<file path="src/pmeirq_pkg.sv">
// Purpose: Constants for the master error interrupt status block
// Assumes: 16-bit memory-mapped register port, 12-bit offsets
// Notes: Control and bridge-control offsets are placed locally
package pmeirq_pkg;
  localparam int ADDR_W = 12;
  localparam int DATA_W = 16;
  localparam int NUM_SRC = 6;
  localparam int CMD_W = 4;
  localparam int FADDR_W = 32;

  // Register offsets
  localparam logic [11:0] OFS_STATUS = 12'h068;
  localparam logic [11:0] OFS_CONTROL = 12'h06C;
  localparam logic [11:0] OFS_BRIDGE_CTL = 12'h040;

  // Status layout
  localparam int ST_FLAG_LO = 0;
  localparam int ST_FLAG_HI = 5;
  localparam int ST_CMD_LO = 8;
  localparam int ST_CMD_HI = 11;

  // Source bit positions, shared by status flags and enables
  localparam int SRC_DET_PARITY = 0;
  localparam int SRC_RCV_PARITY = 1;
  localparam int SRC_SYS_ERR = 2;
  localparam int SRC_MST_ABORT = 3;
  localparam int SRC_TGT_ABORT = 4;
  localparam int SRC_RETRY_TO = 5;

  // Control layout
  localparam int CTL_EN_LO = 0;
  localparam int CTL_EN_HI = 5;
  localparam int CTL_DPER_SEL = 8;
  localparam int CTL_RPER_SEL = 9;
  localparam logic [15:0] CTL_WR_MASK = 16'h033F;

  // Bridge control layout
  localparam int BCTL_BUS_RESET = 0;

  // Reset values
  localparam logic [15:0] CONTROL_RST = 16'h0000;
  localparam logic [3:0] CMD_NONE = 4'h0;
  localparam logic [31:0] FADDR_RST = 32'h00000000;

  // Bus command codes
  localparam logic [3:0] CMD_SPECIAL = 4'h1;
  localparam logic [3:0] CMD_IO_RD = 4'h2;
  localparam logic [3:0] CMD_IO_WR = 4'h3;
  localparam logic [3:0] CMD_MEM_RD = 4'h6;
  localparam logic [3:0] CMD_MEM_WR = 4'h7;
  localparam logic [3:0] CMD_CFG_RD = 4'hA;
  localparam logic [3:0] CMD_CFG_WR = 4'hB;
endpackage

</file>
<file path="src/pmeirq_flag.sv">
// Purpose: One sticky status flag, set by hardware, cleared by software
// Assumes: Set and clear are single-cycle strobes on core_clk
// Notes: Set wins over a simultaneous clear so no event is lost
`timescale 1ns/1ns
`default_nettype none
module pmeirq_flag (
  // Clock and reset
  input wire logic core_clk,
  input wire logic rst,
  // Control
  input wire logic set_i,
  input wire logic clr_i,
  // State
  output var logic flag_r
);
  always_ff @(posedge core_clk or posedge rst) begin
    if (rst) begin
      flag_r <= 1'b0;
    end else if (set_i) begin
      flag_r <= 1'b1;
    end else if (clr_i) begin
      flag_r <= 1'b0;
    end
  end
endmodule
`default_nettype wire

</file>
<file path="src/pmeirq_top.sv">
// Purpose: Master error status capture and interrupt routing
// Assumes: Error strobes and command/address are valid in one cycle
// Notes: Bus reset is started here but never touches these registers
// Function
// - Control register clears on system reset
// - Bus reset leaves control register untouched
// - Bus-reset bit write starts a bus reset
// - Flags set regardless of enable bits
// - NMI needs bridge and global NMI enables
// - Grant time-out shares the maskable request
// - Status bits 11..8 hold failing command
// - Command held until any set flag is cleared, then reads zero
// - Latched codes use standard bus encoding
// - Field reads zero when nothing latched
// - Unissued command codes are never latched
// - First error command kept, later ignored
// - No indication which flag owns command
// - Failing transaction address is captured
// - Writing one clears flag, zero keeps
// - Distinct flags for each error source
// - Enables gate; parity selects NMI or maskable
`timescale 1ns/1ns
`default_nettype none
module pmeirq_top
  import pmeirq_pkg::*;
(
  // Clock and reset
  input wire logic core_clk,
  input wire logic rst,
  // Register port
  input wire logic [ADDR_W-1:0] reg_addr,
  input wire logic reg_wr,
  input wire logic reg_rd,
  input wire logic [DATA_W-1:0] reg_wdata,
  output var logic [DATA_W-1:0] reg_rdata_r,
  // Error events from the master controller
  input wire logic retry_timeout_evt,
  input wire logic target_abort_evt,
  input wire logic master_abort_evt,
  input wire logic system_error_evt,
  input wire logic received_parity_evt,
  input wire logic detected_parity_evt,
  input wire logic [CMD_W-1:0] err_cmd,
  input wire logic [FADDR_W-1:0] err_addr,
  // Enables and grant time-out request held in other registers
  input wire logic bridge_nmi_enable,
  input wire logic global_nmi_enable,
  input wire logic grant_timeout_irq,
  // Interrupt outputs
  output var logic bridge_irq_r,
  output var logic bridge_nmi_r,
  // Bus reset start and address capture
  output var logic bus_reset_start_r,
  output var logic [FADDR_W-1:0] failed_address_capture_r
);
  logic [NUM_SRC-1:0] evt;
  logic [NUM_SRC-1:0] flags;
  logic [NUM_SRC-1:0] clr;
  logic [NUM_SRC-1:0] nmi_sel;
  logic [NUM_SRC-1:0] active;
  logic [DATA_W-1:0] control_r;
  logic [DATA_W-1:0] control_nxt;
  logic [CMD_W-1:0] failed_command_code_r;
  logic [CMD_W-1:0] failed_command_code_nxt;
  logic [FADDR_W-1:0] faddr_nxt;
  logic [DATA_W-1:0] status_view;
  logic [DATA_W-1:0] rd_mux;
  logic hit_status;
  logic hit_control;
  logic hit_bctl;
  logic wr_status;
  logic wr_control;
  logic any_evt;
  logic any_flag;
  logic any_clear;
  logic first_err;
  logic cmd_issued;
  logic irq_nxt;
  logic nmi_nxt;
  logic [NUM_SRC-1:0] enables;
  logic [NUM_SRC-1:0] mask_src;
  logic [NUM_SRC-1:0] nmi_src;
  logic [CMD_W-1:0] cmd_filtered;
  logic [DATA_W-1:0] control_view;
  logic nmi_gate;
  logic bus_reset_req;

  // Address decode
  assign hit_status = (reg_addr == OFS_STATUS);
  assign hit_control = (reg_addr == OFS_CONTROL);
  assign hit_bctl = (reg_addr == OFS_BRIDGE_CTL);
  assign wr_status = reg_wr && hit_status;
  assign wr_control = reg_wr && hit_control;

  // Event vector in status bit order
  assign evt[SRC_RETRY_TO] = retry_timeout_evt;
  assign evt[SRC_TGT_ABORT] = target_abort_evt;
  assign evt[SRC_MST_ABORT] = master_abort_evt;
  assign evt[SRC_SYS_ERR] = system_error_evt;
  assign evt[SRC_RCV_PARITY] = received_parity_evt;
  assign evt[SRC_DET_PARITY] = detected_parity_evt;

  // Only the two parity sources can be steered to NMI
  assign nmi_sel[SRC_DET_PARITY] = control_r[CTL_DPER_SEL];
  assign nmi_sel[SRC_RCV_PARITY] = control_r[CTL_RPER_SEL];
  assign nmi_sel[NUM_SRC-1:2] = '0;

  // One sticky flag per source, write-one-to-clear
  genvar gi;
  generate
    for (gi = 0; gi < NUM_SRC; gi++) begin : g_flag
      assign clr[gi] = wr_status && reg_wdata[ST_FLAG_LO + gi];
      pmeirq_flag u_flag (
        .core_clk(core_clk),
        .rst(rst),
        .set_i(evt[gi]),
        .clr_i(clr[gi]),
        .flag_r(flags[gi])
      );
    end
  endgenerate

  // Interrupt routing
  assign enables = control_r[CTL_EN_HI:CTL_EN_LO];
  assign active = flags & enables;
  assign mask_src = active & ~nmi_sel;
  assign nmi_src = active & nmi_sel;
  // Both NMI enables live outside; either one low drops the NMI
  assign nmi_gate = bridge_nmi_enable && global_nmi_enable;
  assign irq_nxt = (|mask_src) || grant_timeout_irq;
  assign nmi_nxt = (|nmi_src) && nmi_gate;

  // Command capture
  assign any_evt = |evt;
  assign any_flag = |flags;
  assign any_clear = |(clr & flags);
  assign first_err = any_evt && !any_flag;
  // Codes the master never issues are recorded as not latched
  assign cmd_issued = (err_cmd != CMD_SPECIAL)
                      && (err_cmd[3:2] != 2'b11);
  assign cmd_filtered = cmd_issued ? err_cmd : CMD_NONE;
  assign failed_command_code_nxt =
    first_err ? cmd_filtered :
    any_clear ? CMD_NONE :
    failed_command_code_r;
  assign faddr_nxt = first_err ? err_addr : failed_address_capture_r;

  // Control: only defined bits are writable, reserved read zero
  assign control_nxt = wr_control ? (reg_wdata & CTL_WR_MASK) : control_r;

  // Read view; the field carries no owner tag for pending flags
  assign status_view = {4'h0, failed_command_code_r, 2'b00, flags};
  // Masked again on read so reserved control bits never leak out
  assign control_view = control_r & CTL_WR_MASK;
  assign rd_mux = hit_status ? status_view :
                  hit_control ? control_view :
                  16'h0000;

  // System reset only; bus reset has no path into this register
  always_ff @(posedge core_clk or posedge rst) begin
    if (rst) begin
      control_r <= CONTROL_RST;
    end else begin
      control_r <= control_nxt;
    end
  end

  always_ff @(posedge core_clk or posedge rst) begin
    if (rst) begin
      failed_command_code_r <= CMD_NONE;
    end else begin
      failed_command_code_r <= failed_command_code_nxt;
    end
  end

  // Cleared only by reset; only the next first error reloads it
  always_ff @(posedge core_clk or posedge rst) begin
    if (rst) begin
      failed_address_capture_r <= FADDR_RST;
    end else begin
      failed_address_capture_r <= faddr_nxt;
    end
  end

  always_ff @(posedge core_clk or posedge rst) begin
    if (rst) begin
      bridge_irq_r <= 1'b0;
    end else begin
      bridge_irq_r <= irq_nxt;
    end
  end

  always_ff @(posedge core_clk or posedge rst) begin
    if (rst) begin
      bridge_nmi_r <= 1'b0;
    end else begin
      bridge_nmi_r <= nmi_nxt;
    end
  end

  // Bus reset bit is self-clearing: a one-cycle start pulse
  assign bus_reset_req = reg_wr && hit_bctl
                         && reg_wdata[BCTL_BUS_RESET];
  always_ff @(posedge core_clk or posedge rst) begin
    if (rst) begin
      bus_reset_start_r <= 1'b0;
    end else begin
      bus_reset_start_r <= bus_reset_req;
    end
  end

  // Read data holds between reads to keep the port quiet
  always_ff @(posedge core_clk or posedge rst) begin
    if (rst) begin
      reg_rdata_r <= 16'h0000;
    end else if (reg_rd) begin
      reg_rdata_r <= rd_mux;
    end
  end
endmodule
`default_nettype wire

</file>
<file path="config.mk">
export PLATFORM = sky130hd
export DESIGN_NAME = pmeirq_top
export DESIGN_NICKNAME = d
export VERILOG_FILES = /design/src/pmeirq_pkg.sv /design/src/pmeirq_flag.sv /design/src/pmeirq_top.sv
export SDC_FILE = /design/constraint.sdc
export NUM_CORES = 1
export LEC_CHECK = 0
export ABC_AREA = 1
export BUFFER_PORTS_ARGS = -buffer_cell sky130_fd_sc_hd__buf_2
export CAP_MARGIN = 0
export CORE_MARGIN = 3
export CORE_UTILIZATION = 45
export CTS_CLUSTER_DIAMETER = 120
export CTS_CLUSTER_SIZE = 14
export DETAILED_ROUTE_END_ITERATION = 6
export HOLD_SLACK_MARGIN = 0.03
export PLACE_DENSITY = 0.77
export SETUP_SLACK_MARGIN = 0.1
export SYNTH_ARGS = -nofsm -noshare
export SYNTH_HDL_FRONTEND = slang
export SYNTH_SLANG_ARGS = --single-unit
</file>
<file path="constraint.sdc">
create_clock -name core_clk -period 2.22 [get_ports core_clk]
set_input_delay 0.444 -clock core_clk [delete_from_list [all_inputs] [get_ports core_clk]]
set_output_delay 0.444 -clock core_clk [all_outputs]
set_load 0.005 [all_outputs]
</file>
==> results.txt <==
----------------------------------------------------
[Critical path]
  Critical path peak fanout ... 36
  CP startpoint kind ... register
  Worst R2R Path Depth ... 7
  Startpoint of the lowest-slack register-to-register path ... g_flag[1].u_flag.flag_r$_DFFE_PP0P_
  Endpoint of the most critical register-to-register path ... failed_command_code_r[1]$_DFFE_PP0P_
  Worst endpoint required time ... 2480 ps
  Critical path data arrival time ... 1990 ps
  Worst reg-to-reg setup slack ... 500 ps
  Crit path kind ... reg2reg
  CP endpoint kind ... register

[Cells and area]
  Final cell area excluding filler cells ... 0.00363 sq mm
  Fill cell count ... 551
  Count of placed standard cells in the final layout, fillers left out ... 517
  Combined flip-flop and latch cell area ... 0.00158 sq mm
  Proportion of layout cells with a drive suffix above 1 ... 36.7%
  Final core utilization ... 59.9%
  Nets ... 515
  Multi-input gate area ... 0.00112 sq mm
  # diodes ... 0
  Area Growth Syn to Fin ... 26.1%
  Top library cells by usage in the layout, fill and taps aside ... 135 x sky130_fd_sc_hd__nand2_1, 113 x sky130_fd_sc_hd__buf_2, 63 x sky130_fd_sc_hd__dfrtp_1
  Leading cell type in the layout, fill and taps excluded ... sky130_fd_sc_hd__nand2_1

[Yosys]
  Sequential fraction of the synthesis area ... 54.7%
  Number of unique standard cell types used by synthesis ... 34
  Area of the mapped netlist ... 0.00288 sq mm
  Cells after Synth ... 324
  Syn_area_per_cell ... 8.89 sq um
  Register bit total from synthesis ... 63
  Warnings, synthesis ... 0

[Power and ir drop]
  Worst ir drop on vdd ... 417 uV
  Total Power Consumption ... 2.17 mW
  Static leakage ... 2.16 nW
  Power per standard cell area ... 598 mW/mm^2

[Floorplan]
  Starting Density ... 47.5%
  Core area ... 0.00606 sq mm
  Die height ... 86.0 um
  Number of standard-cell rows in the floorplan ... 28
  Full die area ... 0.00740 sq mm
  Number of top-level pins ... 128
  Die Wd ... 86.0 um

[Route]
  Antenna Nets Post-Route ... 0
  Detailed Route Iter0 Violations ... 102
  Total wire length ... 6570 um
  Number of vias per cell ... 4.75
  Number of iterations in the first detailed-routing pass ... 4
  Vias post-DR ... 2455
  Wire per inst ... 12.7 um
  Remaining routing DRC violations ... 0

[Placement]
  Placed cells ... 502
  Standard cell area after detailed placement ... 0.00347 sq mm
  Total half-perimeter wirelength after legalization and detailed placement ... 4900 um
  Final estimated routing congestion in global placement ... 0.862
  Worst setup slack before clock tree synthesis ... 512 ps
  Count of input and output buffers ... 113

[Global route]
  Antenna violations before repair ... 0
  First-pass GRT wire length ... 10700 um
  GR Overflow Total ... 0
  Total global routing track utilization ... 18.5%
  Maximum number of pins on one net before global-route repair ... 43
  Vias in the first global route ... 2326

[STA]
  Shortest clock period the worst path allows after layout ... 1720 ps
  Fin worst setup slack ... 499 ps
  Number of max-slew violations in the final report ... 0
  Worst-case clock skew ... 8.09 ps
  Fin crit share ... 77.5%
  Smallest hold slack ... 128 ps
  Total setup violations reported at the end of the flow ... 0
  Setup TNS after final layout ... 0 ps
  Hold Vio Cnt, Final ... 0
  Setup repair after global routing missed its margin ... false
  Upper clock frequency limit ... 0.581 GHz

[Clock tree]
  Buffer depth of the longest clock path ... 2
  Number of levels the H-tree was split into ... 3
  TritonCTS clock tree ... yes
  Clock input transition at the sequential cells of the worst setup and hold paths ... 70 ps
  Insertion delay of the later-clocked pin in the worst-skew pair ... 330 ps
  Post-CTS sizing ... 0
  Clk sink count ... 63
  Inserted Clock Buffers ... 9
  # Post-CTS Setup Buffers ... 0
  Clock tree root buffer cell ... sky130_fd_sc_hd__clkbuf_8
  Number of buffers inserted by hold repair at cts ... 0

[Job]
  Maxcap violations ... 0

[Outcome]
  Run status ... completed

[Min path]
  Path category of the worst min-delay check ... in2async

----------------------------------------------------
where the power goes:
group          total (mW)  switching, mW  leakage, nW  internal, mW
Sequential           1.16        0.00530        0.835          1.16
Combinational       0.155         0.0855         1.24        0.0692
Clock               0.854          0.430       0.0850         0.424
per-layer routing:
metal / vias up / wire, um / global-route usage, %
met4: 0 / 165 / 8.49
li1: 1243 / - / -
met5: - / 0 / 0
met2: 70 / 3190 / 29.8
met3: 16 / 362 / 3.55
met1: 1126 / 2850 / 24.0
cell type report:
type / count / area share, %
tap: 75 / 2.58
clock buffer: 11 / 3.89
multi-input combinational: 227 / 30.8
inverter: 22 / 2.34
clock inverter: 4 / 0.620
sequential: 63 / 43.4
timing repair buffer: 115 / 16.3
kinds of logic (layout without fill, tap and decap cells):
logic type / count (synthesis) / in the layout / synth area share, %
buffers and inverters: 39 / 152 / 7.04
muxes: 3 / 3 / 1.56
other: 1 / 6 / 0.130
and+or+nand+nor: 193 / 193 / 30.5
DFF: 63 / 63 / 54.7
AOI/OAI and AO/OA: 25 / 25 / 5.99
worst max-delay path by stage:
stage | start | end | slack, ps
after floorplan | rst | bridge_irq_r$_DFF_PP0_ | 210
after global routing | g_flag[1].u_flag.flag_r$_DFFE_PP0P_ | failed_command_code_r[3]$_DFFE_PP0P_ | 320
after global placement | g_flag[1].u_flag.flag_r$_DFFE_PP0P_ | failed_command_code_r[0]$_DFFE_PP0P_ | 510
after CTS | g_flag[1].u_flag.flag_r$_DFFE_PP0P_ | failed_command_code_r[1]$_DFFE_PP0P_ | 490
final | g_flag[1].u_flag.flag_r$_DFFE_PP0P_ | failed_command_code_r[1]$_DFFE_PP0P_ | 500
after detailed placement | detected_parity_evt | failed_command_code_r[1]$_DFFE_PP0P_ | 510
Yosys cell counts:
| cell type | number | area (sq um) |
|---|---|---|
| sky130_fd_sc_hd__nor2_1 | 16 | 60.1 |
| sky130_fd_sc_hd__o211ai_1 | 1 | 7.51 |
| sky130_fd_sc_hd__nor2_4 | 2 | 22.5 |
| sky130_fd_sc_hd__nand4_1 | 6 | 37.5 |
| sky130_fd_sc_hd__a31oi_1 | 8 | 50.1 |
| sky130_fd_sc_hd__nor4_1 | 1 | 6.26 |
| sky130_fd_sc_hd__nand2_4 | 2 | 22.5 |
| sky130_fd_sc_hd__dfrtp_1 | 63 | 1580 |
| sky130_fd_sc_hd__inv_4 | 1 | 6.26 |
| sky130_fd_sc_hd__conb_1 | 1 | 3.75 |
| sky130_fd_sc_hd__nor4b_1 | 2 | 17.5 |
| sky130_fd_sc_hd__o21ai_0 | 2 | 10.0 |
| sky130_fd_sc_hd__clkbuf_1 | 2 | 7.51 |
| sky130_fd_sc_hd__o21ai_2 | 5 | 43.8 |
| sky130_fd_sc_hd__buf_6 | 2 | 22.5 |
| sky130_fd_sc_hd__nor2_2 | 3 | 18.8 |
| sky130_fd_sc_hd__nor2_8 | 2 | 40.0 |
| sky130_fd_sc_hd__nand2_1 | 135 | 507 |
| sky130_fd_sc_hd__a22o_1 | 1 | 8.76 |
| sky130_fd_sc_hd__nand3_1 | 14 | 70.1 |
| sky130_fd_sc_hd__buf_4 | 9 | 67.6 |
| sky130_fd_sc_hd__inv_2 | 6 | 22.5 |
| sky130_fd_sc_hd__nand3b_1 | 1 | 7.51 |
| sky130_fd_sc_hd__nand2_2 | 4 | 25.0 |
| sky130_fd_sc_hd__inv_1 | 15 | 56.3 |
| sky130_fd_sc_hd__nor3_1 | 1 | 5.00 |
| sky130_fd_sc_hd__mux2_4 | 3 | 45.0 |
| sky130_fd_sc_hd__o21bai_1 | 1 | 7.51 |
| sky130_fd_sc_hd__a21o_1 | 3 | 22.5 |
| sky130_fd_sc_hd__a211oi_1 | 1 | 7.51 |
| sky130_fd_sc_hd__a21oi_1 | 3 | 15.0 |
| sky130_fd_sc_hd__buf_2 | 4 | 20.0 |
| sky130_fd_sc_hd__nor3_2 | 1 | 10.0 |
| sky130_fd_sc_hd__nand3_2 | 3 | 30.0 |
registers in the layout, indices dropped and copies added, names as in the netlist:
signal,cells
g_flag.u_flag.flag_r,6
bridge_nmi_r,1
failed_address_capture_r,32
control_r,8
bus_reset_start_r,1
failed_command_code_r,4
bridge_irq_r,1
reg_rdata_r,10
critical path, cell delays in order (launching register included):
cell	delay, ps
sky130_fd_sc_hd__dfrtp_1	440
sky130_fd_sc_hd__inv_2	90
sky130_fd_sc_hd__nand4_1	110
sky130_fd_sc_hd__nor3_2	130
sky130_fd_sc_hd__nand2_2	280
sky130_fd_sc_hd__inv_4	380
sky130_fd_sc_hd__nand3_1	130
sky130_fd_sc_hd__nand2_1	80
Power figures use the tool's default switching activity.
